File: config.mk
export PLATFORM = sky130hd
export DESIGN_NAME = opctl_regs
export DESIGN_NICKNAME = d
export VERILOG_FILES = /design/src/hw/opctl_pkg.sv /design/src/hw/opctl_regs.sv /design/src/hw/opctl_flag.sv
export SDC_FILE = /design/constraint.sdc
export NUM_CORES = 1
export LEC_CHECK = 0
export BUFFER_PORTS_ARGS = -buffer_cell sky130_fd_sc_hd__buf_2
export CAP_MARGIN = 20
export CELL_PAD_IN_SITES_DETAIL_PLACEMENT = 2
export CELL_PAD_IN_SITES_GLOBAL_PLACEMENT = 2
export CORE_MARGIN = 2
export CORE_UTILIZATION = 33
export DETAILED_ROUTE_END_ITERATION = 10
export PLACE_DENSITY_LB_ADDON = 0.1
export REMOVE_ABC_BUFFERS = 1
export SYNTH_ARGS = -nofsm -noshare
export SYNTH_HDL_FRONTEND = slang
export SYNTH_SLANG_ARGS = --single-unit
File: constraint.sdc
create_clock -name ref_clk -period 3.7 [get_ports ref_clk]
set_input_delay 0.74 -clock ref_clk [delete_from_list [all_inputs] [get_ports ref_clk]]
set_output_delay 0.74 -clock ref_clk [all_outputs]
set_load 0.02 [all_outputs]
File: src/hw/opctl_pkg.sv
package opctl_pkg;
  // Register word offsets (byte address = 4 * index)
  localparam logic [5:0] IDX_REF_FLAG  = 6'h00;
  localparam logic [5:0] IDX_AMP_ONE   = 6'h01;
  localparam logic [5:0] IDX_AMP_TWO   = 6'h02;
  localparam logic [5:0] IDX_AMP_THREE = 6'h03;
  localparam logic [5:0] IDX_CONV_SW   = 6'h04;
  localparam logic [5:0] IDX_PIN_BASE  = 6'h08;
  localparam int         NUM_PINS      = 10;
  localparam int         LOW_PINS      = 5;
  localparam int         MID_LAST      = 7;
  // Field positions
  localparam int BIT_CAL_MODE  = 7;
  localparam int BIT_CAL_REF   = 6;
  localparam int BIT_ENABLE    = 5;
  localparam int BIT_FLAG_ONE  = 7;
  localparam int BIT_FLAG_TWO  = 5;
  localparam int TRIM_MSB      = 4;
  // Writable bit masks per register
  localparam logic [7:0] MASK_REF_FLAG  = 8'h13;
  localparam logic [7:0] MASK_AMP       = 8'hff;
  localparam logic [7:0] MASK_AMP_THREE = 8'hcf;
  localparam logic [7:0] MASK_CONV_SW   = 8'h8f;
  localparam logic [7:0] MASK_PIN_LOW   = 8'hfe;
  localparam logic [7:0] MASK_PIN_MID   = 8'hff;
  localparam logic [7:0] MASK_PIN_HIGH  = 8'h3f;
  localparam logic [7:0] RESET_VALUE    = 8'h00;
  localparam logic [31:0] READ_ZERO     = 32'h0000_0000;

  // Controls presented to one analog amplifier
  typedef struct packed {
    logic       enable;
    logic       cal_mode;
    logic       cal_ref_pos;
    logic       cal_active;
    logic [4:0] trim_code;
  } opctl_amp_type;

  // Amplifier-related switches for one analog pin
  typedef struct packed {
    logic from_second_neg;
    logic from_first_neg;
    logic from_second_pos;
    logic from_second_out;
    logic from_first_pos;
    logic from_first_out;
  } opctl_pin_type;
endpackage : opctl_pkg

File: src/hw/opctl_regs.sv
`timescale 1ns/1ps
// Summary of operation
// - First flag bit7, zero when disabled
// - Calibration mode shows first amplifier output
// - Second flag bit5, zero when disabled
// - Calibration mode shows second amplifier output
// - Bit7 selects normal or calibration mode
// - Bit6 selects negative or positive reference
// - Calibration only acts with reference bit set
// - Bit5 enables the amplifier
// - Bits4..0 hold the trim code
// - Low pins: bit2 second neg, bit1 first neg
// - Upper pins: bits3..0 pos/out switches
// - Unimplemented bits read as zero
module opctl_regs #(
  parameter int NPINS = opctl_pkg::NUM_PINS  // Analog pin count
) (
  input  wire logic                   ref_clk,     // 50 MHz clock
  input  wire logic                   rst,         // Sync reset, high
  input  wire logic                   wb_cyc_i,    // Wishbone cycle
  input  wire logic                   wb_stb_i,    // Wishbone strobe
  input  wire logic                   wb_we_i,     // Write enable
  input  wire logic [7:0]             wb_adr_i,    // Byte address
  input  wire logic [3:0]             wb_sel_i,    // Byte selects
  input  wire logic [31:0]            wb_dat_i,    // Write data
  output logic      [31:0]            wb_dat_o,    // Read data
  output logic                        wb_ack_o,    // Acknowledge
  input  wire logic                   amp1_out,    // First amplifier comparator level
  input  wire logic                   amp2_out,    // Second amplifier comparator level
  output opctl_pkg::opctl_amp_type    amp1_ctl,    // First amplifier controls
  output opctl_pkg::opctl_amp_type    amp2_ctl,    // Second amplifier controls
  output logic      [7:0]             ref_ctl,     // Reference control bits
  output logic      [7:0]             amp3_ctl,    // Third amplifier bits
  output logic      [7:0]             conv_sw,     // Converter switches
  output opctl_pkg::opctl_pin_type [NPINS-1:0] pin_sw // Per-pin amplifier switches
);
  typedef struct packed {
    logic [7:0]             ref_r;
    logic [7:0]             amp1_r;
    logic [7:0]             amp2_r;
    logic [7:0]             amp3_r;
    logic [7:0]             conv_r;
    logic [NPINS-1:0][7:0]  pin_r;
    logic [31:0]            dat_r;
    logic                   ack_r;
    opctl_pkg::opctl_amp_type a1_r;
    opctl_pkg::opctl_amp_type a2_r;
    opctl_pkg::opctl_pin_type [NPINS-1:0] ps_r;
  } opctl_state_type;

  opctl_state_type st_r;
  opctl_state_type st_nxt;
  logic            flag1;
  logic            flag2;

  // Writable mask of a pin switch register by group
  function automatic logic [7:0] pin_mask(input int idx);
    if (idx < opctl_pkg::LOW_PINS) begin
      pin_mask = opctl_pkg::MASK_PIN_LOW;
    end else if (idx <= opctl_pkg::MID_LAST) begin
      pin_mask = opctl_pkg::MASK_PIN_MID;
    end else begin
      pin_mask = opctl_pkg::MASK_PIN_HIGH;
    end
  endfunction : pin_mask

  // Decode an amplifier control byte
  function automatic opctl_pkg::opctl_amp_type amp_decode(input logic [7:0] v);
    amp_decode.enable      = v[opctl_pkg::BIT_ENABLE];
    amp_decode.cal_mode    = v[opctl_pkg::BIT_CAL_MODE];
    amp_decode.cal_ref_pos = v[opctl_pkg::BIT_CAL_REF];
    // Calibration switches only close with positive reference chosen
    amp_decode.cal_active  = v[opctl_pkg::BIT_CAL_MODE] & v[opctl_pkg::BIT_CAL_REF]
                             & v[opctl_pkg::BIT_ENABLE];
    amp_decode.trim_code   = v[opctl_pkg::TRIM_MSB:0];
  endfunction : amp_decode

  // Masked byte-lane 0 write
  function automatic logic [7:0] wr_byte(input logic [7:0] old, input logic [7:0] d,
                                         input logic [7:0] m);
    wr_byte = (old & ~m) | (d & m);
  endfunction : wr_byte

  // Comparator flags, synchronised and qualified
  opctl_flag u_flag1 (
    .ref_clk   (ref_clk),
    .rst       (rst),
    .cmp_async (amp1_out),
    .enable    (st_r.amp1_r[opctl_pkg::BIT_ENABLE]),
    .cal_mode  (st_r.amp1_r[opctl_pkg::BIT_CAL_MODE]),
    .flag      (flag1)
  );
  opctl_flag u_flag2 (
    .ref_clk   (ref_clk),
    .rst       (rst),
    .cmp_async (amp2_out),
    .enable    (st_r.amp2_r[opctl_pkg::BIT_ENABLE]),
    .cal_mode  (st_r.amp2_r[opctl_pkg::BIT_CAL_MODE]),
    .flag      (flag2)
  );

  // Bus slave, one wait-free ack per request then a gap
  always_comb begin
    logic       req;
    logic       wr;
    logic [5:0] idx;
    logic [7:0] rb;
    logic [7:0] wd;
    req    = 1'b0;
    wr     = 1'b0;
    idx    = 6'h00;
    rb     = 8'h00;
    wd     = 8'h00;
    st_nxt = st_r;
    req    = wb_cyc_i & wb_stb_i & ~st_r.ack_r;
    wr     = req & wb_we_i & wb_sel_i[0];
    idx    = wb_adr_i[7:2];
    wd     = wb_dat_i[7:0];
    st_nxt.ack_r = req;
    // Read mux; flags come live, unused bits zero
    case (idx)
      opctl_pkg::IDX_REF_FLAG: begin
        rb = st_r.ref_r & opctl_pkg::MASK_REF_FLAG;
        rb[opctl_pkg::BIT_FLAG_ONE] = flag1;
      end
      opctl_pkg::IDX_AMP_ONE:   rb = st_r.amp1_r;
      opctl_pkg::IDX_AMP_TWO:   rb = st_r.amp2_r;
      opctl_pkg::IDX_AMP_THREE: begin
        rb = st_r.amp3_r & opctl_pkg::MASK_AMP_THREE;
        rb[opctl_pkg::BIT_FLAG_TWO] = flag2;
      end
      opctl_pkg::IDX_CONV_SW:   rb = st_r.conv_r & opctl_pkg::MASK_CONV_SW;
      default: begin
        rb = 8'h00;
        for (int i = 0; i < NPINS; i++) begin
          if (idx == opctl_pkg::IDX_PIN_BASE + 6'(i)) begin
            rb = st_r.pin_r[i] & pin_mask(i);
          end
        end
      end
    endcase
    st_nxt.dat_r = req ? {24'h000000, rb} : opctl_pkg::READ_ZERO;
    // Writes land in lane 0 only
    if (wr) begin
      case (idx)
        opctl_pkg::IDX_REF_FLAG:  st_nxt.ref_r  = wr_byte(st_r.ref_r, wd, opctl_pkg::MASK_REF_FLAG);
        opctl_pkg::IDX_AMP_ONE:   st_nxt.amp1_r = wr_byte(st_r.amp1_r, wd, opctl_pkg::MASK_AMP);
        opctl_pkg::IDX_AMP_TWO:   st_nxt.amp2_r = wr_byte(st_r.amp2_r, wd, opctl_pkg::MASK_AMP);
        opctl_pkg::IDX_AMP_THREE: st_nxt.amp3_r = wr_byte(st_r.amp3_r, wd, opctl_pkg::MASK_AMP_THREE);
        opctl_pkg::IDX_CONV_SW:   st_nxt.conv_r = wr_byte(st_r.conv_r, wd, opctl_pkg::MASK_CONV_SW);
        default: begin
          for (int i = 0; i < NPINS; i++) begin
            if (idx == opctl_pkg::IDX_PIN_BASE + 6'(i)) begin
              st_nxt.pin_r[i] = wr_byte(st_r.pin_r[i], wd, pin_mask(i));
            end
          end
        end
      endcase
    end
    // Registered decode so every output is a flip-flop
    st_nxt.a1_r = amp_decode(st_nxt.amp1_r);
    st_nxt.a2_r = amp_decode(st_nxt.amp2_r);
    for (int i = 0; i < NPINS; i++) begin
      if (i < opctl_pkg::LOW_PINS) begin
        st_nxt.ps_r[i] = '0;
        st_nxt.ps_r[i].from_second_neg = st_nxt.pin_r[i][2];
        st_nxt.ps_r[i].from_first_neg  = st_nxt.pin_r[i][1];
      end else begin
        st_nxt.ps_r[i] = {2'b00, st_nxt.pin_r[i][3:0]};
      end
    end
  end

  // State register; all zero at reset leaves amps off, switches open
  always_ff @(posedge ref_clk) begin
    if (rst) begin
      st_r <= '0;
    end else begin
      st_r <= st_nxt;
    end
  end

  assign wb_dat_o = st_r.dat_r;
  assign wb_ack_o = st_r.ack_r;
  assign amp1_ctl = st_r.a1_r;
  assign amp2_ctl = st_r.a2_r;
  assign ref_ctl  = st_r.ref_r & opctl_pkg::MASK_REF_FLAG;
  assign amp3_ctl = st_r.amp3_r & opctl_pkg::MASK_AMP_THREE;
  assign conv_sw  = st_r.conv_r & opctl_pkg::MASK_CONV_SW;
  assign pin_sw   = st_r.ps_r;

  ack_single_a: assert property (@(posedge ref_clk) disable iff (rst)
    wb_ack_o |=> !wb_ack_o) else $error("ack held two cycles");
  ack_prompt_a: assert property (@(posedge ref_clk) disable iff (rst)
    wb_cyc_i && wb_stb_i && !wb_ack_o |=> wb_ack_o) else $error("no ack next cycle");
  mode_bit_a: assert property (@(posedge ref_clk) disable iff (rst)
    amp1_ctl.cal_mode == st_r.amp1_r[7]) else $error("mode bit misplaced");
  ref_bit_a: assert property (@(posedge ref_clk) disable iff (rst)
    amp2_ctl.cal_ref_pos == st_r.amp2_r[6]) else $error("reference bit misplaced");
  cal_gate_a: assert property (@(posedge ref_clk) disable iff (rst)
    amp1_ctl.cal_active |-> amp1_ctl.cal_ref_pos && amp1_ctl.cal_mode)
    else $error("calibration without positive reference");
  enable_bit_a: assert property (@(posedge ref_clk) disable iff (rst)
    amp2_ctl.enable == st_r.amp2_r[5]) else $error("enable bit misplaced");
  trim_write_a: assert property (@(posedge ref_clk) disable iff (rst)
    wb_cyc_i && wb_stb_i && !wb_ack_o && wb_we_i && wb_sel_i[0]
    && wb_adr_i[7:2] == 6'h01 |=> amp1_ctl.trim_code == $past(wb_dat_i[4:0]))
    else $error("trim code not written");
  low_pin_a: assert property (@(posedge ref_clk) disable iff (rst)
    pin_sw[0].from_second_pos == 1'b0 && pin_sw[0].from_first_out == 1'b0)
    else $error("low pin drives absent switch");
  high_pin_a: assert property (@(posedge ref_clk) disable iff (rst)
    pin_sw[NPINS-1].from_first_out == st_r.pin_r[NPINS-1][0]) else $error("upper pin switch wrong");
  zero_read_a: assert property (@(posedge ref_clk) disable iff (rst)
    wb_ack_o |-> wb_dat_o[31:8] == 24'h000000) else $error("upper read bits set");
  reset_zero_a: assert property (@(posedge ref_clk)
    $past(rst) |-> !amp1_ctl.enable && !amp2_ctl.enable && pin_sw == '0)
    else $error("not cleared by reset");
endmodule : opctl_regs

File: src/hw/opctl_flag.sv
`timescale 1ns/1ps
module opctl_flag (
  input  wire logic ref_clk,     // System clock
  input  wire logic rst,         // Synchronous reset
  input  wire logic cmp_async,   // Raw amplifier output level
  input  wire logic enable,      // Amplifier enabled
  input  wire logic cal_mode,    // Calibration mode selected
  output logic      flag         // Qualified output flag
);
  typedef struct packed {
    logic s1;
    logic s2;
    logic flag;
  } opctl_flag_state_type;

  opctl_flag_state_type st_r;
  opctl_flag_state_type st_nxt;

  // Two-stage sync; only s2 feeds the flag
  always_comb begin
    st_nxt      = st_r;
    st_nxt.s1   = cmp_async;
    st_nxt.s2   = st_r.s1;
    st_nxt.flag = enable & cal_mode & st_r.s2;
  end

  always_ff @(posedge ref_clk) begin
    if (rst) begin
      st_r <= '0;
    end else begin
      st_r <= st_nxt;
    end
  end

  assign flag = st_r.flag;

  flag_off_a: assert property (@(posedge ref_clk) disable iff (rst)
    !$past(enable) |-> !flag) else $error("flag set while amplifier disabled");
  flag_follow_a: assert property (@(posedge ref_clk) disable iff (rst)
    $past(enable) && $past(cal_mode) |-> flag == $past(st_r.s2))
    else $error("flag does not follow amplifier output");
endmodule : opctl_flag

==> After elaboration in Yosys (flattened, before gate mapping) <==
Cells that the tools add are included.
{ "totals": {"word_cells": 259, "in_bits": 51, "regBits": 237} }
{ "classes": {"n_eq_ne": 14, "mux": 57, "bitwise": 68, "n_reduce_logical": 16} }
{ "ops": {"columns": ["op", "count"], "rows": [
  ["$mux W8", 54],
  ["$and A8 B8 Y8", 30],
  ["$mux W112", 1],
  ["$mux W80", 1],
  ["$not A8 Y8", 10],
  ["$or A8 B8 Y8", 10],
  ["$eq A6 B4 Y1 const B", 8],
  ["$pmux W8 S5", 1],
  ["$reduce_and A3 Y1", 10],
  ["$and A1 B1 Y1", 12],
  ["$eq A6 B2 Y1 const B", 2],
  ["$eq A6 B5 Y1 const B", 2],
  ["$or A6 B8 Y8", 1],
  ["$or A7 B8 Y8", 1],
  ["$or A8 B5 Y8", 1],
  ["$eq A6 B1 Y1 const B", 1],
  ["$eq A6 B3 Y1 const B", 1],
  ["$logic_not A6 Y1", 1],
  ["$reduce_and A2 Y1", 3],
  ["$reduce_or A5 Y1", 1],
  ["$not A1 Y1", 3],
  ["$reduce_or A2 Y1", 1]
]} }

==> Logic depth before layout (Yosys ltp) <==
{ "depth": {"ltp_word": 15, "ltp_mapped": 8, "ltp_nobuf": 5} }

==> Hierarchy <==
Synthesis repeated with hierarchy kept, for this count alone.
{ "unflattened": {"hier_cells": 671, "area_unflattened_um2": 6461.2} }
{ "by_module_without_submodules": {"columns": ["mod", "area_per_inst_um2", "cells_per_inst", "seq_area_each_um2", "n_inst"], "rows": [
  ["opctl_regs", 6286.0, 659, 2242.2, 1],
  ["opctl_flag", 87.6, 6, 60.1, 2]
]} }

==> Least setup slack after synthesis <==
Ideal clock, no wire load.
{ "synth_path": {"kind": "input to register", "startpoint": "in wb_adr_i[7]", "endpoint": "reg st_r (netlist bit amp2_ctl[5])", "arrival_ns": 2.225, "path_stages": 7, "t_required_ns": 3.571, "path_slack_ns": 1.345, "path_cell_list": "buf_6 or4_1 buf_6 nor4_4 buf_6 mux2i_1 nor3_2"} }
{ "synth_via": {"elab_chain_len": 5} }
{ "synth_rtl": {"columns": ["item", "line", "rtl"], "rows": [
  ["from (decl)", "opctl_regs.sv:23", "input wire logic [7:0] wb_adr_i,"],
  ["$eq A6 B2 Y1 *", "opctl_regs.sv:145", "case (idx)"],
  ["$mux W8 *", "opctl_regs.sv:145", null],
  ["$mux W112 *", "opctl_regs.sv:144", "if (wr) begin"],
  ["$and A1 B1 Y1", "opctl_regs.sv:73", "amp_decode.cal_active = v[opctl_pkg::BIT_CAL_MODE] & v[opctl_pkg::BIT_CAL_REF]"],
  ["$and A1 B1 Y1 *", "opctl_regs.sv:74", "& v[opctl_pkg::BIT_ENABLE];"],
  ["to (signal assigned)", "opctl_regs.sv:179", "st_r <= st_nxt;"],
  ["to (decl)", "opctl_regs.sv:51", "opctl_state_type st_r;"]
]} }
Mark *: on every way between the ends. The rest lies on a longest branch, timed or not.
A chain may end at the register's enable or synchronous reset.

==> Final worst setup path <==
{ "layout_path": {"startpoint": "in wb_adr_i[3]", "endpoint": "reg st_r (netlist bit wb_dat_o[3])"} }
{ "layout_via": {"elab_chain_len": 12} }
{ "layout_rtl": {"columns": ["item", "line", "rtl"], "rows": [
  ["$eq A6 B4 Y1", "opctl_regs.sv:136", "if (idx == opctl_pkg::IDX_PIN_BASE + 6'(i)) begin"],
  ["$mux W8 (10 in a row)", "opctl_regs.sv:136", null],
  ["$pmux W8 S5 *", "opctl_regs.sv:121", "case (idx)"]
]} }
Marks and branches as above.

==> flow_summary_export.csv <==
group,metric,value,unit
outcome,outcome,"finished, final reports clean",
critical_path,ff2ff_setup_slack,1590,ps
die,coreArea,0.0188,sq mm
finish,antenna_cells,0,
logic_synthesis,synth_compound_area_share,11.6,%
timing,final_hold_viol_count,0,
timing,relSlewSlack,50.7,%
critical_path,cp_max_fo,27,
die,start_util,33.8,%
critical_path,crit_arrival,2780,ps
finish,syn_to_final_growth,8.25,%
detailed_routing,via_per_inst,5.10,
timing,holdWs,439,ps
global_route,gr-usage-all-layers,20.4,%
logic_synthesis,yosys.area_share.simple,16.6,%
critical_path,worstSetupStartpointType,"primary input",
timing,worstMarginPinSlew,739,ps
clock_network,numCtsBuffers,17,
timing,setup-tns-final,0,ps
timing,rsz0062_at_grt,"no",
clock_network,worstSkewPairLatency,420,ps
finish,final_cell_area,0.00686,sq mm
pwr,power_leakage,2.85,nW
critical_path,cp-end-kind,"flip-flop",
logic_synthesis,synth_edf_count,0,
critical_path,r2r-end,"st_r[116]$_SDFFE_PP0P_",
global_route,antenna_found_initial,0,
clock_network,cts_setup_buffers,0,
global_route,grt_max_degree,46,
timing,skew,6.13,ps
die,die_w,143,microns
placement,gp_congestion,0.781,
clock_network,h-tree-depth,4,
detailed_routing,detail_route.first_pass.iterations,5,
logic_synthesis,synth_cell_types,48,
detailed_routing,vias,4996,
clock_network,clock-root-buffer,"clkbuf_16",
timing,period_share,67.3,%
clock_network,ctsHoldBuffers,0,
die,die_h,143,microns
logic_synthesis,yosys_warnings,0,
detailed_routing,drtAntennaViolNets,0,
detailed_routing,drt_wl_total,20400,microns
detailed_routing,drtIter0Drc,270,
finish,final_nets,784,
global_route,grt_pass1_vias,5100,
critical_path,r2r-start,"wb_ack_o$_SDFF_PP0_",
critical_path,critPathRequiredTime,3990,ps
clock_network,cts_resized,0,
placement,port_buffers,92,
timing,finalSetupViolCount,0,
critical_path,crit_path_start,"wb_adr_i[3]",
die,rows,50,
logic_synthesis,netlist_instances,724,
die,dieArea,0.0203,sq mm
logic_synthesis,synth-seq-area-share,37.3,%
critical_path,ff2ff_path_depth,6,
critical_path,cp_slowest_stage_delay,570,ps
timing,drv_slew,0,
global_route,gr-total-overflow,0,
min_path,hold_path_startpoint,"u_flag1.st_nxt[1]$_SDFF_PP0_",
die,pin_count,186,
pwr,ir_drop,0.309,mV
logic_synthesis,synth_top_family_by_area,"buffers and inverters",
critical_path,setup.worst_path.end,"wb_dat_o[3]$_SDFF_PP0_",
timing,period_minus_slack,2490,ps
critical_path,path_class,"in -> reg",
logic_synthesis,yosys-mux-area-fraction,14.7,%
finish,drive_gt1_share,23.6,%
placement,place_area,0.00626,sq mm
placement,dp_hpwl,14000,microns
clock_network,clock-sinks,118,
logic_synthesis,syn_area,0.00634,sq mm
clock_network,clk_path_buf_depth,2,
detailed_routing,wl_per_cell,20.8,microns
clock_network,clk_pin_slew,60,ps
logic_synthesis,yosys.area_share.xor_xnor,0,%
flow_run,maxCapViolations,0,
logic_synthesis,post_synth_fa_ha_maj_area_fraction,0,%
timing,max_freq,402,MHz
global_route,grt_pass1_wl,30900,microns
logic_synthesis,syn_area_per_cell,8.76,sq um
critical_path,path_cells,"buf_2 > mux2_2 > a22oi_1 > a21oi_1 > o21ai_0 > a21oi_1",
clock_network,cts_tree,"yes",
logic_synthesis,synth_ff_type,"dfxtp_1",
critical_path,cpMostUsedCell,"a21oi_1",
pwr,p_per_area,469,mW/mm^2
logic_synthesis,async_reset_ff_share,0,%
min_path,min_path_type,"reg -> reg",
critical_path,slowest_stage,"buf_2",
logic_synthesis,synth_seq_cells,118,
detailed_routing,drc,0,
==> per-layer routing <==
| layer | up-vias | track usage (%) | wire length (microns) |
|---|---|---|---|
| met5 | - | 0 | 0 |
| met4 | 0 | 7.40 | 438 |
| met3 | 26 | 3.63 | 979 |
| met2 | 153 | 33.8 | 9790 |
| met1 | 2511 | 26.5 | 9150 |
| li1 | 2306 | - | - |
==> flip-flops by register name, indices dropped and copies added, names as in the netlist <==
| name | count |
|---|---|
| wb_ack_o | 1 |
| pin_sw | 1 |
| u_flag1.flag | 1 |
| amp1_ctl | 2 |
| amp3_ctl | 6 |
| u_flag1.st_r | 1 |
| ref_ctl | 3 |
| wb_dat_o | 8 |
| conv_sw | 5 |
| u_flag1.st_nxt | 1 |
| u_flag2.st_nxt | 1 |
| u_flag2.st_r | 1 |
| u_flag2.flag | 1 |
| st_r | 84 |
| amp2_ctl | 2 |
==> critical path: cells and delay by family <==
family	cells	cell delay (ps)
muxes	1	410
AOI/OAI and AO/OA	4	1050
buffers and inverters	1	570
==> where the power goes <==
| group | leakage, nW | internal (W) | switching [W] | total, W |
|---|---|---|---|---|
| logic | 1.61 | 0.0000435 | 0.000182 | 0.000226 |
| registers | 0.951 | 0.00127 | 0.00000123 | 0.00128 |
| clock network | 0.295 | 0.00107 | 0.000649 | 0.00171 |
| total | 2.85 | 0.00238 | 0.000833 | 0.00322 |
==> synth_stat cells, types with 3 or more instances <==
cell type,number,area (sq um)
a22o_1,3,26.3
nor3_1,3,15.0
o21ai_0,32,160
nor4b_1,4,35.0
o22ai_1,4,25.0
a221oi_1,4,35.0
nor4_1,3,18.8
mux2i_1,65,651
nand2_1,61,229
a211oi_1,7,52.6
a222oi_1,3,30.0
a22oi_1,7,52.6
a31oi_1,4,25.0
nand3_1,21,105
buf_4,134,1010
nor2b_1,8,50.1
buf_1,5,18.8
nor3_2,3,30.0
a21o_1,3,22.5
nand2b_1,7,43.8
a21oi_1,56,280
nor2_1,70,263
buf_2,12,60.1
and3b_1,5,43.8
mux4_2,5,113
dfxtp_1,118,2360
inv_1,3,11.3
clkbuf_1,31,116
buf_6,4,45.0
nand3b_1,3,22.5
mux2_2,15,169
==> cell families (layout without fill, tap and decap cells) <==
family / count (synthesis) / after routing
multiplexers: 85 / 85
flip-flops: 118 / 118
AND/OR/NAND/NOR: 205 / 205
buffers and inverters: 189 / 148
other: 1 / 64
AO/OA/AOI/OAI: 126 / 126
==> cell usage in the layout, fill, tap and decap left out, types with 6 or more instances in the layout <==
cell type	count
a22oi_1	7
buf_4	21
a211oi_1	7
clkbuf_16	17
nand2b_1	7
clkinv_4	6
o21ai_0	32
nor2b_1	8
nor2_1	70
mux2_2	15
buf_2	91
nand3_1	21
dfxtp_1	118
mux2i_1	65
conb_1	64
a21oi_1	56
nand2_1	61
==> final cells by class <==
class | instances | area, sq um
tap | 234 | 293
clock buffer | 18 | 429
clock inverter | 14 | 178
sequential | 118 | 2360
fill | 2092 | 11900
timing repair buffer | 113 | 633
multi-input combinational | 480 | 2960
inverter | 3 | 11.3
==> worst min-delay path by stage <==
stage                                             to  depth (start not counted)
final                     u_flag1.st_r[1]$_SDFF_PP0_                          1
after global routing      u_flag1.st_r[1]$_SDFF_PP0_                          1
after CTS                 u_flag1.st_r[1]$_SDFF_PP0_                          1
after detailed placement  u_flag1.st_r[1]$_SDFF_PP0_                          1
after global placement    u_flag2.st_r[1]$_SDFF_PP0_                          1
after floorplan           u_flag1.st_r[1]$_SDFF_PP0_                          1
==> per-stage QoR <==
stage | util [%] | setup WS (ps) | instances | power (W)
6_report | 36.6 | 1210 | 980 | 0.00322
5_1_grt | 36.6 | 1110 | 980 | 0.00334
4_1_cts | 36.6 | 1210 | 980 | 0.00325
3_5_place_dp | 33.3 | 763 | 948 | 0.00153
3_3_place_gp | 33.3 | 816 | 948 | 0.00152
2_1_floorplan | - | 1090 | 601 | 0.00141
(Power assumes the default switching activity.)
